## src/include/xb_pkg.sv

```systemverilog
package xb_pkg;
   // ---------------------------------------------------------------
   // address map of the write-only ports
   // ---------------------------------------------------------------
   localparam logic [15:0] XB_LATCH_ADDR   = 16'hb000;
   localparam logic [15:0] XB_DAC_BASE     = 16'hb004;
   localparam int          XB_DAC_CHANNELS = 4;
   localparam logic [7:0]  XB_LATCH_RESET  = 8'h00;
   localparam logic [7:0]  XB_DAC_RESET    = 8'h00;
   // ---------------------------------------------------------------
   // pin fields and jumper encodings
   // ---------------------------------------------------------------
   localparam int          XB_BACKLIGHT_BIT = 6;
   localparam logic        XB_STYLE_SPLIT   = 1'b0;
   localparam logic        XB_STYLE_DIR     = 1'b1;
   // ---------------------------------------------------------------
   // bus cycle states
   // ---------------------------------------------------------------
   typedef enum logic [1:0] {
      XB_IDLE  = 2'b00,
      XB_ADDR  = 2'b01,
      XB_DATA  = 2'b11,
      XB_END   = 2'b10
   } xb_state_e;
endpackage

```

## src/include/xb_wr_if.sv

```systemverilog
`timescale 1ns/10ps
`default_nettype none
interface xb_wr_if;
   logic        wr_pulse;
   logic [15:0] addr;
   logic [7:0]  data;
   modport src (output wr_pulse, output addr, output data);
   modport dst (input wr_pulse, input addr, input data);
endinterface
`default_nettype wire

```

## src/verilog/xb_host.sv

```systemverilog
`timescale 1ns/10ps
`default_nettype none
module xb_host
   import xb_pkg::*;
(
   input  wire logic        ref_clk,
   input  wire logic        nrst,
   input  wire logic        cpu_req,
   input  wire logic        cpu_we,
   input  wire logic [15:0] cpu_addr,
   input  wire logic [7:0]  cpu_wdata,
   input  wire logic        cpu_sel2,
   input  wire logic        strobe_style_jumper,
   input  wire logic        sel2_active_high,
   input  wire logic        nmi_route_jumper,
   input  wire logic        backlight_jumper_sw,
   input  wire logic        backlight_jumper_on,
   input  wire logic        port6_is_output,
   input  wire logic        port6_level,
   input  wire logic        nmi_unmask,
   input  wire logic        nmi_accept,
   input  wire logic        cpu_reset_req,
   input  wire logic        low_voltage,
   input  wire logic        aux_request_one,
   input  wire logic        aux_request_zero,
   output logic             e_clk,
   output logic             wr_pin,
   output logic             rd_n,
   output logic             second_io_select,
   output logic             io_enable_pin,
   output logic             hdr_reset,
   output logic             pseudo_nmi_request_n,
   output logic             nmi_masked,
   output logic             irq_request_n,
   output logic             backlight_on,
   output logic [7:0]       driver_out,
   output logic [7:0]       driver_oe_n,
   output logic [31:0]      dac_value
);
   // ---------------------------------------------------------------
   // reset release and pin synchronisers
   // ---------------------------------------------------------------
   logic [1:0] rst_sync_q;
   wire        rst_n = rst_sync_q[1];
   always_ff @(posedge ref_clk or negedge nrst) begin
      if (!nrst) begin
         rst_sync_q <= 2'b00;
      end else begin
         rst_sync_q <= {rst_sync_q[0], 1'b1};
      end
   end

   logic [5:0] pin_s1_q;
   logic [5:0] pin_s2_q;
   always_ff @(posedge ref_clk or negedge rst_n) begin
      if (!rst_n) begin
         pin_s1_q <= 6'h00;
         pin_s2_q <= 6'h00;
      end else begin
         pin_s1_q <= {low_voltage, aux_request_one, aux_request_zero,
                      nmi_route_jumper, backlight_jumper_sw, backlight_jumper_on};
         pin_s2_q <= pin_s1_q;
      end
   end
   wire lv_s    = pin_s2_q[5];
   wire req1_s  = pin_s2_q[4];
   wire req0_s  = pin_s2_q[3];
   wire route_s = pin_s2_q[2];
   wire bl_sw_s = pin_s2_q[1];
   wire bl_on_s = pin_s2_q[0];
   // style jumper and polarity are static straps; synchronised too
   logic [1:0] style_s1_q;
   logic [1:0] style_s2_q;
   always_ff @(posedge ref_clk or negedge rst_n) begin
      if (!rst_n) begin
         style_s1_q <= 2'b00;
         style_s2_q <= 2'b00;
      end else begin
         style_s1_q <= {strobe_style_jumper, sel2_active_high};
         style_s2_q <= style_s1_q;
      end
   end
   wire style_dir = (style_s2_q[1] == XB_STYLE_DIR);
   wire sel2_pol  = style_s2_q[0];

   // ---------------------------------------------------------------
   // bus cycle sequencer; E is high in the data state only
   // ---------------------------------------------------------------
   xb_state_e   state_q;
   xb_state_e   state_d;
   logic        we_q;
   logic        sel2_q;
   logic [15:0] addr_q;
   logic [7:0]  wdata_q;
   logic        wr_pulse_q;

   always_comb begin
      unique case (state_q)
         XB_IDLE: state_d = cpu_req ? XB_ADDR : XB_IDLE;
         XB_ADDR: state_d = XB_DATA;
         XB_DATA: state_d = XB_END;
         XB_END:  state_d = XB_IDLE;
      endcase
   end

   always_ff @(posedge ref_clk or negedge rst_n) begin
      if (!rst_n) begin
         state_q <= XB_IDLE;
         we_q    <= 1'b0;
         sel2_q  <= 1'b0;
         addr_q  <= 16'h0000;
         wdata_q <= 8'h00;
      end else begin
         state_q <= state_d;
         if (state_q == XB_IDLE && cpu_req) begin
            we_q    <= cpu_we;
            sel2_q  <= cpu_sel2;
            addr_q  <= cpu_addr;
            wdata_q <= cpu_wdata;
         end
      end
   end

   wire in_data   = (state_d == XB_DATA);
   wire in_cycle  = (state_d == XB_ADDR) || (state_d == XB_DATA);
   wire cyc_we    = (state_q == XB_IDLE) ? cpu_we : we_q;
   wire cyc_sel2  = (state_q == XB_IDLE) ? cpu_sel2 : sel2_q;
   // split style strobes only in data phase; direction line held through address and data phases
   wire wr_pin_d  = style_dir ? !(in_cycle && cyc_we)
                              : !(in_data && cyc_we);
   wire rd_n_d    = !(in_data && !cyc_we);
   // direction style: select only valid while E is high
   wire sel2_act  = cyc_sel2 && (style_dir ? in_data : in_cycle);
   wire sel2_d    = sel2_pol ? sel2_act : !sel2_act;
   // one write pulse per write cycle, at the data phase
   wire wr_pulse_d = (state_q == XB_ADDR) && we_q;

   always_ff @(posedge ref_clk or negedge rst_n) begin
      if (!rst_n) begin
         e_clk            <= 1'b0;
         wr_pin           <= 1'b1;
         rd_n             <= 1'b1;
         second_io_select <= 1'b0;
         wr_pulse_q       <= 1'b0;
      end else begin
         e_clk            <= in_data;
         wr_pin           <= wr_pin_d;
         rd_n             <= rd_n_d;
         second_io_select <= sel2_d;
         wr_pulse_q       <= wr_pulse_d;
      end
   end

   // ---------------------------------------------------------------
   // write-only latch and converter channels
   // ---------------------------------------------------------------
   xb_wr_if wbus ();
   assign wbus.wr_pulse = wr_pulse_q;
   assign wbus.addr     = addr_q;
   assign wbus.data     = wdata_q;

   logic [7:0] latch_val;
   logic [7:0] dac_val [XB_DAC_CHANNELS];

   xb_wreg #(.ADDR(XB_LATCH_ADDR), .RESET(XB_LATCH_RESET)) u_latch (
      .clk   (ref_clk),
      .rst_n (rst_n),
      .wr    (wbus),
      .value (latch_val)
   );

   for (genvar i = 0; i < XB_DAC_CHANNELS; i++) begin : g_dac
      xb_wreg #(.ADDR(XB_DAC_BASE + 16'(i)), .RESET(XB_DAC_RESET)) u_ch (
         .clk   (ref_clk),
         .rst_n (rst_n),
         .wr    (wbus),
         .value (dac_val[i])
      );
   end
   // reads of these locations return nothing; there is no read path

   // ---------------------------------------------------------------
   // drivers, backlight, enables
   // ---------------------------------------------------------------
   wire bl_d = bl_on_s || (bl_sw_s && port6_is_output && port6_level);

   always_ff @(posedge ref_clk or negedge rst_n) begin
      if (!rst_n) begin
         driver_out   <= 8'h00;
         driver_oe_n  <= 8'hff;
         dac_value    <= 32'h0000_0000;
         backlight_on <= 1'b0;
      end else begin
         driver_out   <= 8'h00;
         driver_oe_n  <= ~latch_val;
         dac_value    <= {dac_val[3], dac_val[2], dac_val[1], dac_val[0]};
         backlight_on <= bl_d;
      end
   end

   always_ff @(posedge ref_clk or negedge rst_n) begin
      if (!rst_n) begin
         io_enable_pin <= 1'b1;
      end else begin
         io_enable_pin <= 1'b1;
      end
   end

   // ---------------------------------------------------------------
   // header reset and interrupt routing
   // ---------------------------------------------------------------
   // held high until reset release has cleared every source
   always_ff @(posedge ref_clk or negedge rst_n) begin
      if (!rst_n) begin
         hdr_reset <= 1'b1;
      end else begin
         hdr_reset <= lv_s || cpu_reset_req;
      end
   end

   // nmi mask: set in reset and on acceptance; software may only clear
   wire nmi_mask_d = nmi_accept ? 1'b1 : (nmi_unmask ? 1'b0 : nmi_masked);
   always_ff @(posedge ref_clk or negedge rst_n) begin
      if (!rst_n) begin
         nmi_masked <= 1'b1;
      end else begin
         nmi_masked <= nmi_mask_d;
      end
   end

   wire nmi_d = !(route_s && req1_s && !nmi_masked);
   wire irq_d = !req0_s;
   always_ff @(posedge ref_clk or negedge rst_n) begin
      if (!rst_n) begin
         pseudo_nmi_request_n <= 1'b1;
         irq_request_n        <= 1'b1;
      end else begin
         pseudo_nmi_request_n <= nmi_d;
         irq_request_n        <= irq_d;
      end
   end
endmodule
`default_nettype wire

```

## src/verilog/xb_wreg.sv

```systemverilog
`timescale 1ns/10ps
`default_nettype none
module xb_wreg
   import xb_pkg::*;
#(
   parameter logic [15:0] ADDR  = 16'h0000,
   parameter logic [7:0]  RESET = 8'h00
) (
   input  wire logic       clk,
   input  wire logic       rst_n,
   xb_wr_if.dst            wr,
   output logic [7:0]      value
);
   wire hit = wr.wr_pulse && (wr.addr == ADDR);

   // holds until next write to the same address
   always_ff @(posedge clk or negedge rst_n) begin
      if (!rst_n) begin
         value <= RESET;
      end else if (hit) begin
         value <= wr.data;
      end
   end
endmodule
`default_nettype wire
```

## config.mk

```make
export PLATFORM = sky130hd
export DESIGN_NAME = xb_host
export DESIGN_NICKNAME = d
export VERILOG_FILES = /design/src/include/xb_pkg.sv /design/src/include/xb_wr_if.sv /design/src/verilog/xb_host.sv /design/src/verilog/xb_wreg.sv
export SDC_FILE = /design/constraint.sdc
export NUM_CORES = 1
export LEC_CHECK = 0
export BUFFER_PORTS_ARGS = -buffer_cell sky130_fd_sc_hd__buf_2
export CAP_MARGIN = 20
export CORE_UTILIZATION = 50
export DETAILED_ROUTE_END_ITERATION = 6
export PLACE_DENSITY = 0.86
export SLEW_MARGIN = 0
export SYNTH_ARGS = -nofsm -noshare
export SYNTH_HDL_FRONTEND = slang
export SYNTH_HIERARCHICAL = 1
export SYNTH_SLANG_ARGS = --single-unit
```

## constraint.sdc

```tcl
create_clock -name ref_clk -period 12.75 [get_ports ref_clk]
set_input_delay 1.275 -clock ref_clk [delete_from_list [all_inputs] [get_ports ref_clk]]
set_output_delay 1.275 -clock ref_clk [all_outputs]
set_load 0.005 [all_outputs]
```

==> results of run 1 <==
==> per-stage QoR <==
stage | total power, mW | area, sq um | hold slack [ps] | worst slack (ps) | util (%)
CTS | 1.15 | 5830 | 347 | 10310 | 63.4
global route | 1.19 | 5830 | 352 | 10290 | 63.4
global placement | 0.685 | 5270 | 332 | 10310 | 57.3
finish | 1.14 | 5830 | 345 | 10340 | 63.4
detailed placement | 0.701 | 5270 | 335 | 10210 | 57.3
floorplan | 0.660 | 4770 | 331 | 8700 | -
==> metal layers <==
metal	wire, um	GRT usage, %	up-vias
met5	0	0	-
met4	94	6.79	0
met2	4330	32.1	72
met3	331	5.55	12
li1	-	-	1178
met1	3450	22.5	1318
==> power by group <==
part           switching [mW]  internal, mW  leakage (nW)
Sequential             0.0797         0.490          1.74
Combinational          0.0479        0.0754         0.868
Clock                   0.186         0.263         0.269
Total                   0.313         0.828          2.88
==> flip-flops by register name, indices dropped and copies added, names as in the netlist, 2 cells and up <==
signal / cells
addr_q: 16
pin_s1_q: 6
driver_oe_n: 8
rst_sync_q: 2
style_s2_q: 2
g_dac.u_ch/value: 32
wbus.data: 8
pin_s2_q: 6
dac_value: 32
style_s1_q: 2
state_q: 2
u_latch/value: 8
==> final cells by class <==
class	count	share of cell area (%)
Multi-Input combinational cell	131	20.7
Clock buffer	17	7.10
Clock inverter	15	2.45
Timing Repair Buffer	92	7.98
Tap cell	111	2.38
Inverter	10	0.644
Sequential cell	136	58.7
==> cell usage in the layout (no fill, tap or decap), types with 3 or more instances in the layout <==
master	count
sky130_fd_sc_hd__nor4b_1	4
sky130_fd_sc_hd__conb_1	10
sky130_fd_sc_hd__dfstp_2	14
sky130_fd_sc_hd__clkinv_2	3
sky130_fd_sc_hd__nand2_1	14
sky130_fd_sc_hd__nor2_1	4
sky130_fd_sc_hd__inv_1	10
sky130_fd_sc_hd__clkbuf_16	16
sky130_fd_sc_hd__buf_2	90
sky130_fd_sc_hd__mux2_2	65
sky130_fd_sc_hd__nand3b_1	3
sky130_fd_sc_hd__nor4_4	5
sky130_fd_sc_hd__nor4_1	6
sky130_fd_sc_hd__inv_6	4
sky130_fd_sc_hd__clkinvlp_4	3
sky130_fd_sc_hd__dfrtp_1	121
sky130_fd_sc_hd__nor4bb_1	5
==> cell families (layout without fill, tap and decap cells) <==
logic type	Yosys count	count (layout)	synth area share, %
DFF	136	136	72.2
AOI/OAI and AO/OA	4	4	0.554
muxes	66	66	15.7
xor gates and xnor gates	1	1	0.185
and+or+nand+nor	50	50	8.24
buffers and inverters	23	134	3.01
other	2	10	0.158
==> worst reg2reg max path: stages (launching register included) <==
cell and delay [ps]:
sky130_fd_sc_hd__dfrtp_1 430, sky130_fd_sc_hd__nor4_1 310, sky130_fd_sc_hd__nand3_1 170, sky130_fd_sc_hd__nor4_4 690, sky130_fd_sc_hd__mux2_2 430
==> how the worst max path moves through the flow <==
stage | cells after the start | from | end
finish | 1 | nmi_masked | nmi_masked
global route | 1 | nmi_masked | nmi_masked
CTS | 1 | nmi_masked | nmi_masked
detailed placement | 4 | cpu_req | addr_q[9]
global placement | 4 | cpu_req | wbus.data[3]
floorplan | 0 | rst_sync_q[1] | addr_q[0]
==> metrics.txt, run 1 <==
outcome=finished clean; Post-DP HPWL=5510 um; Post-Place Cells=480; later-pin clock latency in the skew report=500 ps; worst path cell trace=buf_2; Startpoint Class=flip-flop; maximum fanout along the worst path=3; startpoint of the most critical hold path=pin_s1_q[0]; Max-Cap Viols=0; Inserted Diodes=0; leak pwr=2.88 nW; async set-or-reset flop fraction in the synthesized netlist=100%; share of Yosys cell area claimed by the top area cell type=64.4%; DRT antenna net count=0; total area of multi-input combinational cells=1210 sq um; final hold violations=0; top flip-flop cell by instance count after synthesis=sky130_fd_sc_hd__dfrtp_1; count of hold buffers inserted by post-cts repair=0; number of design rule violations left after detail routing=0; Max H-tree Level=4; count leader, synth=sky130_fd_sc_hd__dfrtp_1; # fillers=689; setup slack of the worst register-to-register path=10610 ps; power density over the cells=196 nW/um^2; TritonCTS Sinks=136; final instance count without filler cells=512; cell type of the slowest stage on the worst timing path=sky130_fd_sc_hd__dfstp_2; total wire length=8200 um; unrepaired setup endpoints after global routing=false; number of cell rows=35; post-route clock period utilization=18.9%; top achievable clock speed=0.415 GHz; fin. max-slew vios=0; Synth Warn #=6; Max Clock Skew=7.41 ps; post-DR vias/cell=5.04; cell family with the largest share of critical-path delay=flip-flops; Setup Buffers After CTS=0; Post-synth EDFFs=0; average footprint of a synthesized cell=16.8 sq um; number of stages on the worst hold path=0; Final GP Congestion=0.748; IO Pins=100; max-slew headroom at the worst pin=36.6%; overall fraction of global-route tracks in use=18.7%; initial cell density of the core=51.5%; floorplan core area=9200 sq um; post-synthesis cell type count=28; antenna violations before repair=0; Worst Hold Path EP=pin_s2_q[0]; Max Buffers Root-to-Sink=2; area of the die=9870 sq um; DRC marker count from the first detailed-route iteration=70; cells taking the most area after synthesis=sky130_fd_sc_hd__dfrtp_1 64%, sky130_fd_sc_hd__mux2_2 15%, sky130_fd_sc_hd__dfstp_2 7.8%, sky130_fd_sc_hd__nor4_4 2.2%, sky130_fd_sc_hd__buf_4 1.4%; arrival time worst endpoint=1130 ps; cells resized by post-CTS repair=0; capture point of the worst reg-to-reg path=g_dac[3].u_ch/value[4]; setup TNS after final layout=0 ps; I/O Buffers=90; crit path capture type=primary output; library cell with the largest summed area after synthesis=sky130_fd_sc_hd__dfrtp_1; DIE HEIGHT=99.4 um; clock slew at reported path FFs=60 ps; area growth from synthesis to final layout=23.0%; start of the worst register-to-register path=addr_q[5]; CP required=11480 ps; die extent in x=99.4 um; worst setup path class=flip-flop to primary output; FF-to-FF path depth=4; Slew @ Worst Pin=950 ps; most common library cells after synthesis=122 x sky130_fd_sc_hd__dfrtp_1, 65 x sky130_fd_sc_hd__mux2_2, 14 x sky130_fd_sc_hd__dfstp_2, 14 x sky130_fd_sc_hd__nand2_1, 10 x sky130_fd_sc_hd__inv_1; synthesis-stage register bit count=136; worst hold path class=flip-flop to flip-flop; cell count after synthesis=282; average wire length per cell after detail routing=16.0 um; Peak VDD IR=0.000112 V; Sequential cell area=3420 sq um; share of the yosys chip area belonging to registers=72.2%; number of iterations in the first detailed-routing pass=4; post-synthesis instance area=4740 sq um; maximum number of pins on one net before global-route repair=83; maximum cell stage delay along the critical path=530 ps; routed via count=2580; # setup viols final=0; clock tree from TritonCTS=yes; residual overflow from global routing=0; clock tree root buffer cell=sky130_fd_sc_hd__clkbuf_8; ratio of cells with drive above 1 in the final layout=52.9%; final critical delay including setup and external delays=2410 ps; wire length of the first global-routing pass=13600 um; number of nets at the end of the flow=430; clock buffers created by TritonCTS=17; Buf/Inv on CP=1; vias in the first global route=2710
(Power assumes the default switching activity.)
==> inputs of run 2 (changes only) <==
--- a/config.mk
+++ b/config.mk
@@ -7,7 +7,7 @@
 export LEC_CHECK = 0
 export BUFFER_PORTS_ARGS = -buffer_cell sky130_fd_sc_hd__buf_2
 export CAP_MARGIN = 20
-export CORE_UTILIZATION = 50
+export CORE_UTILIZATION = 48
 export DETAILED_ROUTE_END_ITERATION = 6
 export PLACE_DENSITY = 0.86
 export SLEW_MARGIN = 0
==> constraint.sdc (replaced) <==
create_clock -name ref_clk -period 2.2 [get_ports ref_clk]
set_input_delay 0.22 -clock ref_clk [delete_from_list [all_inputs] [get_ports ref_clk]]
set_output_delay 0.22 -clock ref_clk [all_outputs]
set_load 0.005 [all_outputs]
==> metrics.txt, run 2 (synthesis gave the netlist of run 1 again) <==
initial cell density of the core=50.3% (-1.2 points); global-route track usage on met3=5.94% (+0.38 points); final hold violations=0 (unchanged); capture point of the worst reg-to-reg path=g_dac[2].u_ch/value[4]; Inserted Diodes=0 (unchanged); total wire length=8900 um (+8.5%); worst path cell trace=nor4_1 -> nand3b_1 -> nor4_4 -> mux2_2; maximum fanout along the worst path=8 (+5); cell type of the slowest stage on the worst timing path=sky130_fd_sc_hd__nor4_4; clock slew at reported path FFs=60 ps (about the same); Global Route met2 Usage=31.6% (-0.44 points); outcome=finished clean; setup slack of the worst register-to-register path=160 ps (-10450 ps); DRT antenna net count=0 (unchanged); Peak VDD IR=0.000666 V (+490%); cells resized by post-CTS repair=0 (unchanged); post-route clock period utilization=92.7%; Largest regs=dac_value x32, g_dac.u_ch/value x32, addr_q x16; Post-DP HPWL=5470 um (-0.64%); Fin Hold WS=25.2 ps (-320 ps); DIE HEIGHT=101 um (+2.0%); clock tree root buffer cell=sky130_fd_sc_hd__clkbuf_8; Worst Hold Path EP=state_q[0]; routed via count=2755 (+6.8%); clock tree from TritonCTS=yes; Max Buffers Root-to-Sink=2 (unchanged); maximum cell stage delay along the critical path=600 ps (+70 ps); die extent in x=101 um (+2.0%); start of the worst register-to-register path=addr_q[4]; FF-to-FF path depth=4 (unchanged); worst setup path class=flip-flop to flip-flop; top achievable clock speed=0.490 GHz; unrepaired setup endpoints after global routing=false; clock buffers created by TritonCTS=17 (unchanged); Slew @ Worst Pin=663 ps (-287 ps); Startpoint Class=flip-flop; I/O Buffers=90 (unchanged); number of nets at the end of the flow=479 (+11%); IO Pins=100 (unchanged); CP required=2590 ps (-8890 ps); later-pin clock latency in the skew report=510 ps (about the same); residual overflow from global routing=0 (unchanged); # setup viols final=0 (unchanged); number of cell rows=35 (unchanged); average wire length per cell after detail routing=15.4 um (-4.0%); post-DR vias/cell=4.76 (-5.6%); TritonCTS Sinks=136 (unchanged); Setup Buffers After CTS=0 (unchanged); arrival time worst endpoint=2430 ps (+1300 ps); Max Clock Skew=9.57 ps (+2.16 ps); Max-Cap Viols=0 (unchanged); leak pwr=3.12 nW (+8.4%); overall fraction of global-route tracks in use=19.1% (+0.41 points); ratio of cells with drive above 1 in the final layout=48.4% (-4.4 points); floorplan core area=9420 sq um (+2.4%); layer with the highest usage=met2; Final GP Congestion=0.789 (+5.5%); worst hold path class=input port to flip-flop; setup TNS after final layout=0 ps (unchanged); DRC marker count from the first detailed-route iteration=97 (+39%); number of stages on the worst hold path=3 (+3); vias in the first global route=2848 (+5.1%); antenna violations before repair=0 (unchanged); wire length of the first global-routing pass=14100 um (+3.7%); count of hold buffers inserted by post-cts repair=41 (+41); startpoint of the most critical hold path=cpu_req; fin. max-slew vios=0 (unchanged); most used cells in the layout excluding fill and tap cells=121 x sky130_fd_sc_hd__dfrtp_1, 90 x sky130_fd_sc_hd__buf_2, 65 x sky130_fd_sc_hd__mux2_2; # fillers=629 (-8.7%); routing usage on met1=22.8% (+0.33 points); max-slew headroom at the worst pin=55.4% (+19 points); most frequent standard cell in the layout excluding fill and tap cells=sky130_fd_sc_hd__dfrtp_1; power density over the cells=1100 nW/um^2 (+460%); number of design rule violations left after detail routing=0 (unchanged); final critical delay including setup and external delays=2040 ps; number of iterations in the first detailed-routing pass=4 (unchanged); crit path capture type=flip-flop; area growth from synthesis to final layout=34.9%; Max H-tree Level=4 (unchanged); maximum number of pins on one net before global-route repair=50 (-40%); area of the die=10300 sq um (+4.1%)
-- run 2: final cells by class --
cell class | count | area [sq um] | area share [%]
multi-input combinational | 131 | 1210 | 18.9
sequential | 136 | 3420 | 53.6
clock inverter | 13 | 193 | 3.01
clock buffer | 19 | 422 | 6.60
inverter | 10 | 37.5 | 0.587
timing repair buffer | 141 | 948 | 14.8
tap | 129 | 161 | 2.52
-- run 2: worst max path at each step --
stage	end	startpoint	slack (ps)
global route	g_dac[2].u_ch/value[4]	addr_q[4]	30
finish	g_dac[2].u_ch/value[4]	addr_q[4]	160
global placement	g_dac[2].u_ch/value[3]	addr_q[5]	220
detailed placement	g_dac[2].u_ch/value[7]	addr_q[4]	180
CTS	g_dac[2].u_ch/value[4]	addr_q[4]	140
floorplan	g_dac[3].u_ch/value[0]	addr_q[5]	470
-- run 2: report_power, final --
group / switching (mW) / internal (mW) / total [mW]
sequential: 0.460 / 2.84 / 3.30
clock: 1.05 / 1.86 / 2.91
combinational: 0.302 / 0.492 / 0.794
total: 1.81 / 5.19 / 7.00
-- run 2: layer usage --
layer  vias up  routed length, um  share of wire [%]
met4         0                145                1.6
met1      1386               3750                 42
met5         -                  0                  0
li1       1270                  -                  -
met2        83               4620                 52
met3        16                380                4.3
-- run 2: per-stage QoR --
| stage | power, mW | worst slack [ps] | utilization, % | instance area, sq um | cells |
|---|---|---|---|---|---|
| 6_report | 7.00 | 160 | 67.9 | 6390 | 579 |
| 5_1_grt | 7.29 | 34.9 | 67.9 | 6390 | 579 |
| 4_1_cts | 7.05 | 145 | 67.9 | 6390 | 579 |
| 3_5_place_dp | 4.06 | 180 | 57.0 | 5370 | 506 |
| 3_3_place_gp | 3.99 | 218 | 57.0 | 5370 | 506 |
| 2_1_floorplan | 3.82 | 474 | - | 4770 | 290 |
-- run 2: worst max-delay path: cells and delay by family, from the launching register on --
family / cells / cell delay, ps
flip-flops: 1 / 430
multiplexers: 1 / 410
AND/OR/NAND/NOR: 3 / 1070
==> inputs of run 3 (changes only) <==
--- a/config.mk
+++ b/config.mk
@@ -7,9 +7,11 @@
 export LEC_CHECK = 0
 export BUFFER_PORTS_ARGS = -buffer_cell sky130_fd_sc_hd__buf_2
 export CAP_MARGIN = 20
+export CORE_MARGIN = 8
 export CORE_UTILIZATION = 48
 export DETAILED_ROUTE_END_ITERATION = 6
 export PLACE_DENSITY = 0.86
+export RECOVER_POWER = 100
 export SLEW_MARGIN = 0
 export SYNTH_ARGS = -nofsm -noshare
 export SYNTH_HDL_FRONTEND = slang
==> metrics.txt, run 3 (synthesis gave the netlist of run 1 again) <==
outcome=finished clean; FF-to-FF path depth=4 (unchanged); final hold violations=0 (unchanged); Post-DP HPWL=6220 um (+14%); clock buffers created by TritonCTS=17 (unchanged); setup TNS after final layout=0 ps (unchanged); area growth from synthesis to final layout=32.1%; most frequent standard cell in the layout excluding fill and tap cells=sky130_fd_sc_hd__dfrtp_1; IO Pins=100 (unchanged); worst setup path class=flip-flop to flip-flop; Startpoint Class=flip-flop; fin. max-slew vios=0 (unchanged); Largest regs=dac_value x32, g_dac.u_ch/value x32, addr_q x16; number of nets at the end of the flow=478 (-0.21%); Max H-tree Level=4 (unchanged); post-DR vias/cell=4.74 (-0.30%); maximum fanout along the worst path=8 (unchanged); total wire length=9280 um (+4.3%); Sequential cell area=3420 sq um (about the same); total area of multi-input combinational cells=1160 sq um (-3.4%); TritonCTS Sinks=136 (unchanged); crit path capture type=flip-flop; number of stages on the worst hold path=0 (-3); worst hold path class=flip-flop to flip-flop; clock tree from TritonCTS=yes; last element of the critical path=g_dac[2].u_ch/value[2]; residual overflow from global routing=0 (unchanged); arrival time worst endpoint=2470 ps (+40 ps); wire length of the first global-routing pass=15100 um (+7.2%); Final GP Congestion=0.706 (-10%); max-slew headroom at the worst pin=31.0% (-24 points); capture point of the worst reg-to-reg path=g_dac[2].u_ch/value[2]; number of iterations in the first detailed-routing pass=4 (unchanged); unrepaired setup endpoints after global routing=false; I/O Buffers=90 (unchanged); routed via count=2761 (+0.22%); DRT antenna net count=0 (unchanged); Max Clock Skew=8.87 ps (-0.705 ps); setup slack of the worst register-to-register path=110 ps (-50 ps); share of the core filled with cells=64.6% (-3.3 points); fraction of power consumed by sequential logic=48.3% (+1.1 points); area of the die=13300 sq um (+30%); overall fraction of global-route tracks in use=15.0% (-4.0 points); initial cell density of the core=48.9% (-1.4 points); # fillers=715 (+14%); net switching power of the design=1.81 mW (about the same); DRC marker count from the first detailed-route iteration=120 (+24%); ratio of cells with drive above 1 in the final layout=40.5% (-7.9 points); leak pwr=2.96 nW (-5.0%); most used cells in the layout excluding fill and tap cells=121 x sky130_fd_sc_hd__dfrtp_1, 65 x sky130_fd_sc_hd__mux2_2, 59 x sky130_fd_sc_hd__buf_2; average wire length per cell after detail routing=16.0 um (+3.8%); number of cell rows=36 (+2.9%); clock tree root buffer cell=sky130_fd_sc_hd__clkbuf_8; power density over the cells=1080 nW/um^2 (-1.3%); floorplan core area=9680 sq um (+2.9%); Max-Cap Viols=0 (unchanged); number of design rule violations left after detail routing=0 (unchanged); Comb power frac=11.4% (about the same); internal cell power=4.96 mW (-4.5%); Inserted Diodes=0 (unchanged); Setup Buffers After CTS=0 (unchanged); switch share=26.7% (+0.87 points); clock slew at reported path FFs=60 ps (about the same); CP required=2580 ps (about the same); Peak VDD IR=0.000586 V (-12%); # setup viols final=0 (unchanged); start of the worst register-to-register path=addr_q[5]; post-route clock period utilization=95.0% (+2.2 points); top achievable clock speed=0.479 GHz (-2.3%); Slew @ Worst Pin=1040 ps (+372 ps); maximum number of pins on one net before global-route repair=49 (-2.0%); Max Buffers Root-to-Sink=2 (unchanged); DIE HEIGHT=115 um (+14%); vias in the first global route=2994 (+5.1%); final critical delay including setup and external delays=2090 ps (+48.9 ps); start point of the critical path=addr_q[5]; clock share of power=40.3% (-1.2 points); die extent in x=115 um (+14%); cells resized by post-CTS repair=0 (unchanged); later-pin clock latency in the skew report=500 ps (about the same); antenna violations before repair=0 (unchanged)
## run 3: cell count changes in the layout (fill, tap and decap cells not counted), moves of 2 or more
cell,delta
sky130_fd_sc_hd__buf_2,-31
sky130_fd_sc_hd__buf_4,-9
sky130_fd_sc_hd__bufinv_16,-2
sky130_fd_sc_hd__clkbuf_1,+29
sky130_fd_sc_hd__clkbuf_2,+6
sky130_fd_sc_hd__inv_8,+2
sky130_fd_sc_hd__nor4_1,+2
sky130_fd_sc_hd__nor4_4,-2
## run 3: metal layers
metal  share of wire [%]  wire [um]  GRT usage (%)  vias to the layer above
met5                   0          0              0                        -
met4                0.94         87           5.52                        0
met1                  41       3820           17.6                     1403
met3                 6.3        589           5.30                       10
li1                    -          -              -                     1272
met2                  52       4780           25.0                       76
## run 3: worst min-delay path by stage
stage          slack, ps             start             to
4_1_cts              330  sel2_active_high  style_s1_q[0]
2_1_floorplan        -80              nrst  rst_sync_q[0]
5_1_grt              340  aux_request_zero    pin_s1_q[3]
3_3_place_gp           4              nrst  rst_sync_q[0]
6_report             350     style_s1_q[0]  style_s2_q[0]
3_5_place_dp           8              nrst  rst_sync_q[0]
## run 3: final cells by class
cell class	instances	area share, %
inverter	10	0.600
clock inverter	14	2.58
timing repair buffer	140	14.2
tap	133	2.66
multi-input combinational	131	18.6
sequential	136	54.7
clock buffer	18	6.68
## run 3: per-stage QoR
stage / instances / total power, mW / area [sq um] / worst slack, ps / hold WS, ps
global placement: 508 / 3.99 / 5370 / 148 / 4.26
detailed placement: 508 / 4.07 / 5370 / 137 / 7.74
global route: 582 / 7.08 / 6260 / 25.2 / 343
floorplan: 290 / 3.82 / 4770 / 474 / -75.6
CTS: 582 / 6.89 / 6370 / 131 / 329
finish: 582 / 6.77 / 6260 / 111 / 347
## run 3: what timing repair did
action                                 CTS  global route
hold buffers                            42             0
endpoints found under the hold margin   40             0
setup endpoints to repair                0             0
## run 3: power groups by stage
stage	registers (mW)	clock network [mW]	logic, mW
after global placement	3.28	0	0.707
after floorplan	3.22	0	0.603
final	3.27	2.73	0.772
after CTS	3.29	2.79	0.810
after global routing	3.35	2.89	0.844
after detailed placement	3.33	0	0.744
## run 3: worst max-delay path: stages (launching register included)
cell,delay [ps]
sky130_fd_sc_hd__dfrtp_1,430
sky130_fd_sc_hd__nor4_1,340
sky130_fd_sc_hd__nand3b_1,180
sky130_fd_sc_hd__nor4_4,610
sky130_fd_sc_hd__mux2_2,410
